===== src/logic/cs_consts.svh =====
// Purpose: constants for the CAN status and slot format block
// Assumes: bit n of a 16-bit register is printed as D(15-n)
// Notes: offsets are byte addresses on the plain register port
`ifndef CS_CONSTS_SVH
`define CS_CONSTS_SVH

// register addresses
`define CS_ADDR_STATUS 32'h0080_1002
`define CS_ADDR_FORMAT 32'h0080_1004
`define CS_ADDR_IRQ_STAT 32'h0080_1010
`define CS_ADDR_IRQ_MASK 32'h0080_1012

// reset values
`define CS_RST_STATUS 16'h0100
`define CS_RST_FORMAT 16'h0000
`define CS_RST_IRQ 4'h0

// status field positions (D1 is bit 14, D15 is bit 0)
`define CS_BIT_BUS_OFF 14
`define CS_BIT_ERR_PASSIVE 13
`define CS_BIT_BUS_ERR 12
`define CS_BIT_DBL_BUF 11
`define CS_BIT_LOOPBACK 9
`define CS_BIT_PROTO_RST 8
`define CS_BIT_RECEIVING 7
`define CS_BIT_TRANSMITTING 6
`define CS_BIT_RX_DONE 5
`define CS_BIT_TX_DONE 4
`define CS_SLOT_MSB 3
`define CS_SLOT_LSB 0

// interrupt event positions
`define CS_IRQ_BUS_ERR 0
`define CS_IRQ_RX_DONE 1
`define CS_IRQ_TX_DONE 2
`define CS_IRQ_BUS_OFF 3

// error counter limits
`define CS_TEC_BUS_OFF 9'h0ff
`define CS_ERR_PASSIVE 9'h07f

// recessive bits needed before joining the bus
`define CS_IDLE_BITS 4'hb

// double buffer slots
`define CS_DBL_SLOT_A 14
`define CS_DBL_SLOT_B 15

`endif


===== src/logic/cs_pkg.sv =====
// Purpose: types shared by the CAN status block
// Assumes: constants live in cs_consts.svh
// Notes: no numbers here, only types
`default_nettype none

package cs_pkg;

    // protocol unit events, each a one-cycle pulse
    typedef struct packed {
        logic bus_err;
        logic rx_ok;
        logic tx_ok;
        logic rx_role;
        logic tx_role;
        logic bus_idle;
        logic rx_store;
        logic rx_self;
        logic db_store;
    } cs_evt_s;

    // request bits held in the control register
    typedef struct packed {
        logic reset_request;
        logic forced_reset;
        logic loopback_request;
        logic double_buffer_request;
    } cs_ctrl_s;

    // protocol unit state, gray along reset, sync, run
    typedef enum logic [1:0] {
        ST_RESET = 2'h0,
        ST_SYNC = 2'h1,
        ST_RUN = 2'h3
    } cs_state_e;

endpackage

`default_nettype wire


===== src/logic/cs_idle_det.sv =====
// Purpose: count consecutive recessive bits on the bus
// Assumes: bit_tick pulses once per sampled bit
// Notes: saturates once the limit is reached
`default_nettype none
`include "cs_consts.svh"

module cs_idle_det (
    // clock and reset
    input wire logic clk,
    input wire logic rst_n,
    // control
    input wire logic clear,
    // bus samples
    input wire logic bit_tick,
    input wire logic rx_bit,
    // result
    output logic idle_seen
);

    logic [3:0] count_r;
    logic [3:0] count_nxt;

    always_comb begin
        count_nxt = count_r;
        if (clear) begin
            count_nxt = 4'h0;
        end else if (bit_tick) begin
            // any dominant bit restarts the run
            if (!rx_bit) begin
                count_nxt = 4'h0;
            end else if (count_r != `CS_IDLE_BITS) begin
                count_nxt = count_r + 4'h1;
            end
        end
    end

    always_ff @(posedge clk) begin
        if (!rst_n) begin
            count_r <= 4'h0;
        end else begin
            count_r <= count_nxt;
        end
    end

    assign idle_seen = (count_r == `CS_IDLE_BITS);

endmodule

`default_nettype wire


===== src/logic/cs_status.sv =====
// Purpose: CAN status register, per-slot id format and bus join control
// Assumes: protocol events are one-cycle pulses on clk
// Notes: read data appear one cycle after the read strobe
//
// Notes on behaviour
// - bus-off flag set when transmit errors pass 255, cleared on recovery
// - error-passive flag set when either counter passes 127 and the bus-off flag is not set
// - bus error flag set on any bus error, cleared by good frame
// - double buffer status needs request bit and slots 14, 15 receiving
// - loopback status follows the loopback request bit
// - protocol reset status high in reset, drops when request cleared
// - receiving flag while receiver, cleared on transmit start or idle
// - transmitting flag while transmitter, cleared on receive or idle
// - reception complete set on good receive, cleared on good transmit
// - transmission complete set on good transmit, cleared on good receive
// - completed slot field holds number of the finished slot
// - status bits are read only, writes do nothing
// - own looped frame: slot field shows sender, then zero
// - unassigned status bits read zero
// - one format bit per slot, one means extended identifiers
// - join the bus only after eleven recessive bits
// - double buffer stores alternate, slot 14 first
//
// Chosen here: the address-and-strobe port.
`default_nettype none
`include "cs_consts.svh"

module cs_status (
    // clock and reset
    input wire logic clk,
    input wire logic rst_n,
    // register port
    input wire logic [31:0] reg_addr,
    input wire logic [15:0] reg_wdata,
    input wire logic reg_wr,
    input wire logic reg_rd,
    output logic [15:0] reg_rdata,
    // error counters
    input wire logic [8:0] tx_err_count,
    input wire logic [8:0] rx_err_count,
    input wire logic bus_off_recover,
    // protocol events and slot numbers
    input wire cs_pkg::cs_evt_s proto_evt,
    input wire logic [3:0] tx_slot,
    input wire logic [3:0] rx_slot,
    // control register requests
    input wire cs_pkg::cs_ctrl_s ctrl,
    // slot state
    input wire logic [15:0] slot_rx_data_cfg,
    input wire logic [15:0] slot_req_pending,
    input wire logic tx_frame_active,
    // bus samples
    input wire logic bit_tick,
    input wire logic rx_bit,
    // block outputs
    output logic [15:0] slot_format,
    output logic protocol_reset_status,
    output logic bus_join,
    output logic db_slot_odd,
    output logic irq
);

    function automatic logic hit(input logic [31:0] a,
                                 input logic [31:0] off);
        hit = (a == off);
    endfunction

    // register port decode
    logic wr_format;
    logic wr_irq_stat;
    logic wr_irq_mask;

    assign wr_format = reg_wr && hit(reg_addr, `CS_ADDR_FORMAT);
    assign wr_irq_stat = reg_wr && hit(reg_addr, `CS_ADDR_IRQ_STAT);
    assign wr_irq_mask = reg_wr && hit(reg_addr, `CS_ADDR_IRQ_MASK);

    // protocol unit state
    cs_pkg::cs_state_e state_r;
    cs_pkg::cs_state_e state_nxt;
    logic idle_seen;
    logic rst_req_any;

    assign rst_req_any = ctrl.reset_request || ctrl.forced_reset;

    cs_idle_det u_idle (
        .clk(clk),
        .rst_n(rst_n),
        .clear(state_r != cs_pkg::ST_SYNC),
        .bit_tick(bit_tick),
        .rx_bit(rx_bit),
        .idle_seen(idle_seen)
    );

    always_comb begin
        state_nxt = state_r;
        unique case (state_r)
            cs_pkg::ST_RESET: begin
                if (!rst_req_any) begin
                    state_nxt = cs_pkg::ST_SYNC;
                end
            end
            cs_pkg::ST_SYNC: begin
                if (rst_req_any) begin
                    state_nxt = cs_pkg::ST_RESET;
                end else if (idle_seen) begin
                    state_nxt = cs_pkg::ST_RUN;
                end
            end
            cs_pkg::ST_RUN: begin
                // a pending frame finishes before a soft reset bites
                if (ctrl.forced_reset) begin
                    state_nxt = cs_pkg::ST_RESET;
                end else if (ctrl.reset_request && !tx_frame_active) begin
                    state_nxt = cs_pkg::ST_RESET;
                end
            end
            default: begin
                state_nxt = cs_pkg::ST_RESET;
            end
        endcase
    end

    always_ff @(posedge clk) begin
        if (!rst_n) begin
            state_r <= cs_pkg::ST_RESET;
        end else begin
            state_r <= state_nxt;
        end
    end

    // status flags
    logic bus_off_r;
    logic bus_off_nxt;
    logic err_passive_r;
    logic err_passive_nxt;
    logic bus_err_r;
    logic bus_err_nxt;
    logic dbl_buf_r;
    logic dbl_buf_nxt;
    logic loopback_r;
    logic loopback_nxt;
    logic receiving_r;
    logic receiving_nxt;
    logic transmitting_r;
    logic transmitting_nxt;
    logic rx_done_r;
    logic rx_done_nxt;
    logic tx_done_r;
    logic tx_done_nxt;
    logic [3:0] slot_num_r;
    logic [3:0] slot_num_nxt;
    logic db_odd_r;
    logic db_odd_nxt;

    always_comb begin
        if (bus_off_r) begin
            bus_off_nxt = !bus_off_recover;
        end else begin
            bus_off_nxt = tx_err_count > `CS_TEC_BUS_OFF;
        end
        err_passive_nxt = !bus_off_nxt &&
            ((tx_err_count > `CS_ERR_PASSIVE) ||
             (rx_err_count > `CS_ERR_PASSIVE));
        bus_err_nxt = proto_evt.bus_err ||
            (bus_err_r && !(proto_evt.rx_ok || proto_evt.tx_ok));
        dbl_buf_nxt = ctrl.double_buffer_request &&
            slot_rx_data_cfg[`CS_DBL_SLOT_A] &&
            slot_rx_data_cfg[`CS_DBL_SLOT_B];
        loopback_nxt = ctrl.loopback_request;
        receiving_nxt = proto_evt.rx_role ||
            (receiving_r && !proto_evt.tx_role && !proto_evt.bus_idle);
        transmitting_nxt = proto_evt.tx_role ||
            (transmitting_r && !proto_evt.rx_role && !proto_evt.bus_idle);
        rx_done_nxt = proto_evt.rx_ok || (rx_done_r && !proto_evt.tx_ok);
        tx_done_nxt = proto_evt.tx_ok || (tx_done_r && !proto_evt.rx_ok);
        slot_num_nxt = slot_num_r;
        if (proto_evt.tx_ok) begin
            slot_num_nxt = tx_slot;
        end
        if (proto_evt.rx_store) begin
            if (proto_evt.rx_self && loopback_r) begin
                slot_num_nxt = 4'h0;
            end else begin
                slot_num_nxt = rx_slot;
            end
        end
        db_odd_nxt = db_odd_r;
        if (state_r == cs_pkg::ST_RESET) begin
            db_odd_nxt = 1'b0;
        end else if (dbl_buf_r && proto_evt.db_store) begin
            db_odd_nxt = !db_odd_r;
        end
    end

    always_ff @(posedge clk) begin
        if (!rst_n) begin
            bus_off_r <= 1'b0;
            err_passive_r <= 1'b0;
            bus_err_r <= 1'b0;
            dbl_buf_r <= 1'b0;
            loopback_r <= 1'b0;
            receiving_r <= 1'b0;
            transmitting_r <= 1'b0;
            rx_done_r <= 1'b0;
            tx_done_r <= 1'b0;
            slot_num_r <= 4'h0;
            db_odd_r <= 1'b0;
        end else begin
            bus_off_r <= bus_off_nxt;
            err_passive_r <= err_passive_nxt;
            bus_err_r <= bus_err_nxt;
            dbl_buf_r <= dbl_buf_nxt;
            loopback_r <= loopback_nxt;
            receiving_r <= receiving_nxt;
            transmitting_r <= transmitting_nxt;
            rx_done_r <= rx_done_nxt;
            tx_done_r <= tx_done_nxt;
            slot_num_r <= slot_num_nxt;
            db_odd_r <= db_odd_nxt;
        end
    end

    // status word assembly
    logic [15:0] status_word;

    always_comb begin
        status_word = 16'h0000;
        status_word[`CS_BIT_BUS_OFF] = bus_off_r;
        status_word[`CS_BIT_ERR_PASSIVE] = err_passive_r;
        status_word[`CS_BIT_BUS_ERR] = bus_err_r;
        status_word[`CS_BIT_DBL_BUF] = dbl_buf_r;
        status_word[`CS_BIT_LOOPBACK] = loopback_r;
        status_word[`CS_BIT_PROTO_RST] = (state_r == cs_pkg::ST_RESET);
        status_word[`CS_BIT_RECEIVING] = receiving_r;
        status_word[`CS_BIT_TRANSMITTING] = transmitting_r;
        status_word[`CS_BIT_RX_DONE] = rx_done_r;
        status_word[`CS_BIT_TX_DONE] = tx_done_r;
        status_word[`CS_SLOT_MSB:`CS_SLOT_LSB] = slot_num_r;
    end

    // slot format register
    logic [15:0] format_r;
    logic [15:0] format_nxt;
    logic [15:0] format_word;

    genvar gi;
    generate
        for (gi = 0; gi < 16; gi = gi + 1) begin : g_fmt
            always_comb begin
                format_nxt[gi] = format_r[gi];
                // slot 0 sits in the top bit of the register word
                format_word[15 - gi] = format_r[gi];
                if (wr_format && !slot_req_pending[gi]) begin
                    format_nxt[gi] = reg_wdata[15 - gi];
                end
            end
        end
    endgenerate

    always_ff @(posedge clk) begin
        if (!rst_n) begin
            format_r <= `CS_RST_FORMAT;
        end else begin
            format_r <= format_nxt;
        end
    end

    // interrupt status and mask
    logic [3:0] irq_stat_r;
    logic [3:0] irq_stat_nxt;
    logic [3:0] irq_mask_r;
    logic [3:0] irq_mask_nxt;
    logic [3:0] irq_evt;
    logic bus_off_rise;

    assign bus_off_rise = bus_off_nxt && !bus_off_r;

    always_comb begin
        irq_evt = 4'h0;
        irq_evt[`CS_IRQ_BUS_ERR] = proto_evt.bus_err;
        irq_evt[`CS_IRQ_RX_DONE] = proto_evt.rx_ok;
        irq_evt[`CS_IRQ_TX_DONE] = proto_evt.tx_ok;
        irq_evt[`CS_IRQ_BUS_OFF] = bus_off_rise;
        // a new event beats a one written in the same cycle
        irq_stat_nxt = irq_stat_r | irq_evt;
        if (wr_irq_stat) begin
            irq_stat_nxt = (irq_stat_r & ~reg_wdata[3:0]) | irq_evt;
        end
        irq_mask_nxt = irq_mask_r;
        if (wr_irq_mask) begin
            irq_mask_nxt = reg_wdata[3:0];
        end
    end

    always_ff @(posedge clk) begin
        if (!rst_n) begin
            irq_stat_r <= `CS_RST_IRQ;
            irq_mask_r <= `CS_RST_IRQ;
        end else begin
            irq_stat_r <= irq_stat_nxt;
            irq_mask_r <= irq_mask_nxt;
        end
    end

    // read path
    logic [15:0] rdata_r;
    logic [15:0] rdata_nxt;

    always_comb begin
        rdata_nxt = 16'h0000;
        if (reg_rd) begin
            if (hit(reg_addr, `CS_ADDR_STATUS)) begin
                rdata_nxt = status_word;
            end else if (hit(reg_addr, `CS_ADDR_FORMAT)) begin
                rdata_nxt = format_word;
            end else if (hit(reg_addr, `CS_ADDR_IRQ_STAT)) begin
                rdata_nxt = {12'h000, irq_stat_r};
            end else if (hit(reg_addr, `CS_ADDR_IRQ_MASK)) begin
                rdata_nxt = {12'h000, irq_mask_r};
            end
        end
    end

    always_ff @(posedge clk) begin
        if (!rst_n) begin
            rdata_r <= 16'h0000;
        end else begin
            rdata_r <= rdata_nxt;
        end
    end

    assign reg_rdata = rdata_r;
    assign slot_format = format_r;
    assign protocol_reset_status = (state_r == cs_pkg::ST_RESET);
    assign bus_join = (state_r == cs_pkg::ST_RUN);
    assign db_slot_odd = db_odd_r;
    assign irq = |(irq_stat_r & irq_mask_r);

endmodule

`default_nettype wire


===== config.mk =====
export PLATFORM = sky130hd
export DESIGN_NAME = cs_status
export DESIGN_NICKNAME = d
export VERILOG_FILES = /design/src/logic/cs_pkg.sv /design/src/logic/cs_idle_det.sv /design/src/logic/cs_status.sv
export VERILOG_INCLUDE_DIRS = /design/src /design/src/logic
export SDC_FILE = /design/constraint.sdc
export NUM_CORES = 1
export LEC_CHECK = 0
export CAP_MARGIN = 20
export CORE_ASPECT_RATIO = 1.4
export CORE_UTILIZATION = 55
export CTS_CLUSTER_SIZE = 30
export DETAILED_ROUTE_END_ITERATION = 10
export DONT_BUFFER_PORTS = 1
export PLACE_DENSITY_LB_ADDON = 0.25
export SYNTH_ARGS = -nofsm -noshare
export SYNTH_HDL_FRONTEND = slang
export SYNTH_HIERARCHICAL = 1
export SYNTH_SLANG_ARGS = --single-unit

===== constraint.sdc =====
create_clock -name clk -period 1.34 [get_ports clk]
set_input_delay 0 -clock clk [delete_from_list [all_inputs] [get_ports clk]]
set_output_delay 0 -clock clk [all_outputs]
set_load 0.03 [all_outputs]

# After elaboration in Yosys (flattened, before gate mapping)
# Index checks and enable logic that the tools add are counted.
[op_classes]
add_sub_neg = 1
magnitude_cmp = 3
eq_ne = 13
muxes = 17
n_bitwise = 7
n_reduce_logical = 77
[ops]
columns = ["op", "count"]
rows = [
  ["32-bit by 24-bit equality test with 1-bit output (second input constant)", 4],
  ["1-bit logical AND", 33],
  ["4-bit two-way mux", 8],
  ["1-bit logical NOT", 27],
  ["9-bit by 7-bit > comparator with 1-bit output (second input constant)", 2],
  ["16-bit two-way mux", 1],
  ["15-bit two-way mux", 1],
  ["2-bit two-way mux", 5],
  ["9-bit by 8-bit > comparator with 1-bit output (second input constant)", 1],
  ["4-bit bitwise AND", 2],
  ["1-bit logical OR", 8],
  ["4-bit OR", 2],
  ["2-bit one-hot mux with 3 select lines", 1],
  ["4-bit by 1-bit adder with 4-bit output (second input constant)", 1],
  ["4-bit equality test (second input constant)", 1],
  ["2-bit by 1-bit != test with 1-bit output (second input constant)", 2],
  ["4-bit != test (second input constant)", 1],
  ["4-bit NOT", 1],
  ["2-bit AND reduction", 2],
  ["2-bit OR reduction", 2],
  ["4-bit OR reduction", 1],
  ["3-bit by 2-bit != test with 1-bit output (second input constant)", 1],
  ["3-bit != test (second input constant)", 1],
  ["3-bit AND reduction", 1],
  ["other kinds (8)", 9],
]
[totals]
ff_bits = 60
input_bits = 127
out_inout_bits = 36
wordCells = 151

# Logic depth before layout (Yosys ltp)
[logic_depth]
word_depth = 5
ltp_mapped = 6
depth_no_buf = 4

# Cells and area by module
# The synthesis kept the hierarchy.
[by_module_without_submodules]
columns = ["mod", "instances", "cells_each", "area_each_um2", "seq_area_each_um2"]
rows = [
  ["cs_status", 1, 271, 2507.4, 1121.1],
  ["cs_idle_det", 1, 25, 220.2, 80.1],
]

# Worst setup path after synthesis
# No wires, ideal clock.
[synth_timing]
path_kind = "in2reg"
startpoint = "input port reg_addr[26]"
endpoint = "register format_r[1] (netlist: slot_format[1])"
setup_time_ns = 0.072
t_arrival_ns = 1.252
required_time_ns = 1.268
setup_slack_ns = 0.016
cell_stages = 5
n_path_buf = 1
cell_sequence = "nor4_2 -> nand4_2 -> buf_4 -> nor4_1 -> mux2i_1"
[synth_between]
elab_chain_len = 3
[synth_rtl]
columns = ["element", "line_no", "rtl"]
rows = [
  ["start, declared", "cs_status.sv:33", "input wire logic [31:0] reg_addr,"],
  ["32-bit by 24-bit equality test with 1-bit output", "cs_status.sv:65", "hit = (a == off);"],
  ["1-bit logical AND", "cs_status.sv:73", "assign wr_format = reg_wr && hit(reg_addr, `CS_ADDR_FORMAT);"],
  ["1-bit logical AND", "cs_status.sv:253", "if (wr_format && !slot_req_pending[gi]) begin"],
  ["end signal, assigned", "cs_status.sv:262", "format_r <= `CS_RST_FORMAT;"],
  ["end signal, assigned", "cs_status.sv:264", "format_r <= format_nxt;"],
  ["end, declared", "cs_status.sv:242", "logic [15:0] format_r;"],
]
# No other way between the ends.
# A chain may end at the register's enable or synchronous reset.

# Final worst setup path
[layout_timing]
startpoint = "register bus_off_r"
endpoint = "register bus_off_r"
[layout_between]
elab_chain_len = 1
[layout_rtl]
columns = ["element", "line_no", "rtl"]
rows = [
  ["start, declared", "cs_status.sv:132", "logic bus_off_r;"],
  ["start signal, assigned", "cs_status.sv:209", "bus_off_r <= bus_off_nxt;"],
  ["1-bit two-way mux", "cs_status.sv:156", "if (bus_off_r) begin"],
]
# No other way between the ends.

==> flow_summary.ini <==
[synth]
netlist.area_leader.share_pct = 44.04
avgSynthCellArea_um2 = 9.215
synth-seq-cells = 60
syn_inst = 296
syn_area_mm2 = 0.002728
ys.flop_type = dfxtp_1
yosys.area.top_type = dfxtp_1
netlist_top_cells_count = 60 x dfxtp_1, 44 x nand2_1, 30 x nor2_1
synth-edff-count = 0
yosysUniqueCellTypes = 42
synthArstFlopShare_pct = 0
synth.most_common_cell = dfxtp_1
yosys_warnings = 6
synthTopCellsByArea = dfxtp_1 44%, mux2i_1 8.8%, nand2_1 6.1%
synth_nets = 424
synth-seq-area-share_pct = 44.04

[sta]
max_freq_mhz = 783.8
setup_viol = 0
hold_violations = 0
slew_viol_final = 0
fin_skew_ps = 11.48
rsz0062_at_grt = false
timing.final.ws_setup_ps = 64.21
fin_crit_sh_pct = 95.21
slew_headroom_pct = 62.15
tightest_slew_ps = 565.9
tns_ps = 0
fin_crit_ps = 1276

[finish]
stdcell_area_mm2 = 0.003913
utilization_pct = 81.43
stdcell_count = 460
layout-drive-gt1-share_pct = 15.40
insertedDiodeCount = 0
synthToLayoutAreaGrowth_pct = 43.44
fin_nets = 520
filler_cell_count = 301

[critical_path]
r2r-end = bus_off_r
worstPathCellList = nand2b_2 > a21oi_1 > dlygate4sd3_1
critPathCaptureType = flop
timing.rr.start = bus_off_r
path_buf_inv = 1
cp.required_ps = 1610
path_delay_family = buffers and inverters
slowest_stage = dlygate4sd3_1
start_kind = flop
r2r_cells = 3
cp.arrival_ps = 1550
slowest_delay_ps = 550
path_class = flop to flop
ff2ff_setup_slack_ps = 60
worstPathMaxFanout = 4

[placed_design]
dp_hpwl_um = 4836
placed_area_mm2 = 0.002965
gp_congestion = 0.8605
io_buffer_count = 0
dp.cells = 371
pre_cts_slack_ps = -62.60

[die]
io_pins = 163
dieArea_mm2 = 0.005249
row_count = 30
initial_core_util_pct = 56.77
fp.coreArea_mm2 = 0.004805
fp.dieW_um = 61.52
die_height_um = 85.33

[routing]
vias = 2731
drc_errors = 0
drt_iter0_drc = 154
first_pass_iters = 4
drtAntennaViolNets = 0
wl_per_cell_um = 19.27
vias_per_cell = 5.937
drt_wl_total_um = 8865

[worst_hold_path]
hold_start = rst_n
min_path_cells = 3
hp-class = input pin to flop
hold_end = u_idle/count_r[3]

[status]
status = complete, no violations

[grt]
grt_overflow = 0
grt_max_degree = 19
grt_pass1_vias = 2781
track_usage_pct = 35.45
grt_pass1_wl_um = 13190
antenna_found_initial = 0

[clock_tree]
postCtsSetupBuffers = 0
clk_pin_slew_ps = 60
cts_tree = built
cts_buffers = 9
cts-root-buf = clkbuf_8
cts.path.max_buffers = 2
clock_latency_ps = 340
cts_sinks = 60
htree_levels = 3

[power_and_ir_drop]
max-vdd-ir-drop_uv = 944.1
pwr_density_cell_mw_per_mm2 = 962.5
p_leak_nw = 1.457

[job]
maxCapViolCount = 0
cells in the final DEF (no fill, tap or decap), drive strengths merged, types with 2 or more instances in the layout:
master / instances
and3b: 2
nor4b: 3
or3: 2
a21oi: 10
nand4: 2
a31oi: 9
nor3b: 4
and2: 4
a221oi: 3
inv: 9
clkbuf: 14
nor4: 21
nand2b: 7
mux2i: 24
o21ai: 4
nand2: 44
o211a: 2
dfxtp: 60
nor2: 30
a22oi: 17
nor3: 4
nor2b: 5
dlygate4sd3: 72
nand3: 5
buf: 28
per-stage QoR:
stage	power, mW	hold slack (ps)
floorplan	2.008	108.1
global placement	2.013	120.1
detailed placement	2.017	123.0
CTS	3.745	10.57
global route	3.884	47.55
finish	3.766	32.31
tightest hold or removal path: stages:
cell	delay (ps)
buf_12	120
nand2b_1	130
a31oi_1	50
power breakdown:
| part | total (mW) | internal [mW] | switching [mW] |
|---|---|---|---|
| logic | 0.375 | 0.217 | 0.159 |
| clock network | 1.55 | 0.862 | 0.686 |
| registers | 1.84 | 1.82 | 0.0243 |
layout make-up:
| cell class | count | area [um^2] | area share [%] |
|---|---|---|---|
| Sequential cell | 60 | 1201 | 30.70 |
| Multi-Input combinational cell | 211 | 1416 | 36.20 |
| Inverter | 9 | 33.78 | 0.8634 |
| Tap cell | 64 | 80.08 | 2.047 |
| Timing Repair Buffer | 101 | 993.5 | 25.39 |
| Clock inverter | 1 | 5.005 | 0.1279 |
| Clock buffer | 14 | 182.7 | 4.669 |
worst max path at each step:
| stage | slack, ps | to | cells after the start | from |
|---|---|---|---|---|
| floorplan | 20 | slot_format[1] | 5 | reg_addr[26] |
| global placement | -20 | slot_format[15] | 5 | reg_addr[20] |
| detailed placement | -60 | slot_format[15] | 5 | reg_addr[22] |
| CTS | 60 | bus_off_r | 3 | bus_off_r |
| global route | 0.8 | tx_done_r | 5 | proto_evt[7] |
| finish | 60 | bus_off_r | 3 | bus_off_r |
state kept, by name (all words and copies together) (netlist names):
register        count
slot_num_r          4
loopback_r          1
reg_rdata          16
transmitting_r      1
bus_off_r           1
dbl_buf_r           1
irq_stat_r          4
receiving_r         1
rx_done_r           1
state_r             2
u_idle/count_r      4
bus_err_r           1
err_passive_r       1
slot_format        16
tx_done_r           1
db_slot_odd         1
irq_mask_r          4
metal layers:
layer	up-vias	global-route usage, %	wire, um
met5	-	0	0
met4	0	17.78	363
met3	29	7.927	684
met2	168	62.46	4716
met1	1276	37.78	3101
li1	1258	-	-
repair_timing:
item / 4_1_cts / 5_1_grt
hold endpoints to repair: 44 / 0
hold buffers: 74 / 0
gates resized for setup: 0 / 4
endpoints found under the setup margin: 0 / 5
logic make-up (layout without fill, tap and decap cells):
logic type	count (synthesis)	after routing	synth area share [%]
xor+xnor	1	1	0.3212
flops	60	60	44.04
mux	24	24	8.807
fa+ha+maj	1	1	0.4586
compound gates	49	49	12.98
buf+inv	25	125	4.266
simple gates	136	136	29.13
Power figures use the tool's default switching activity.
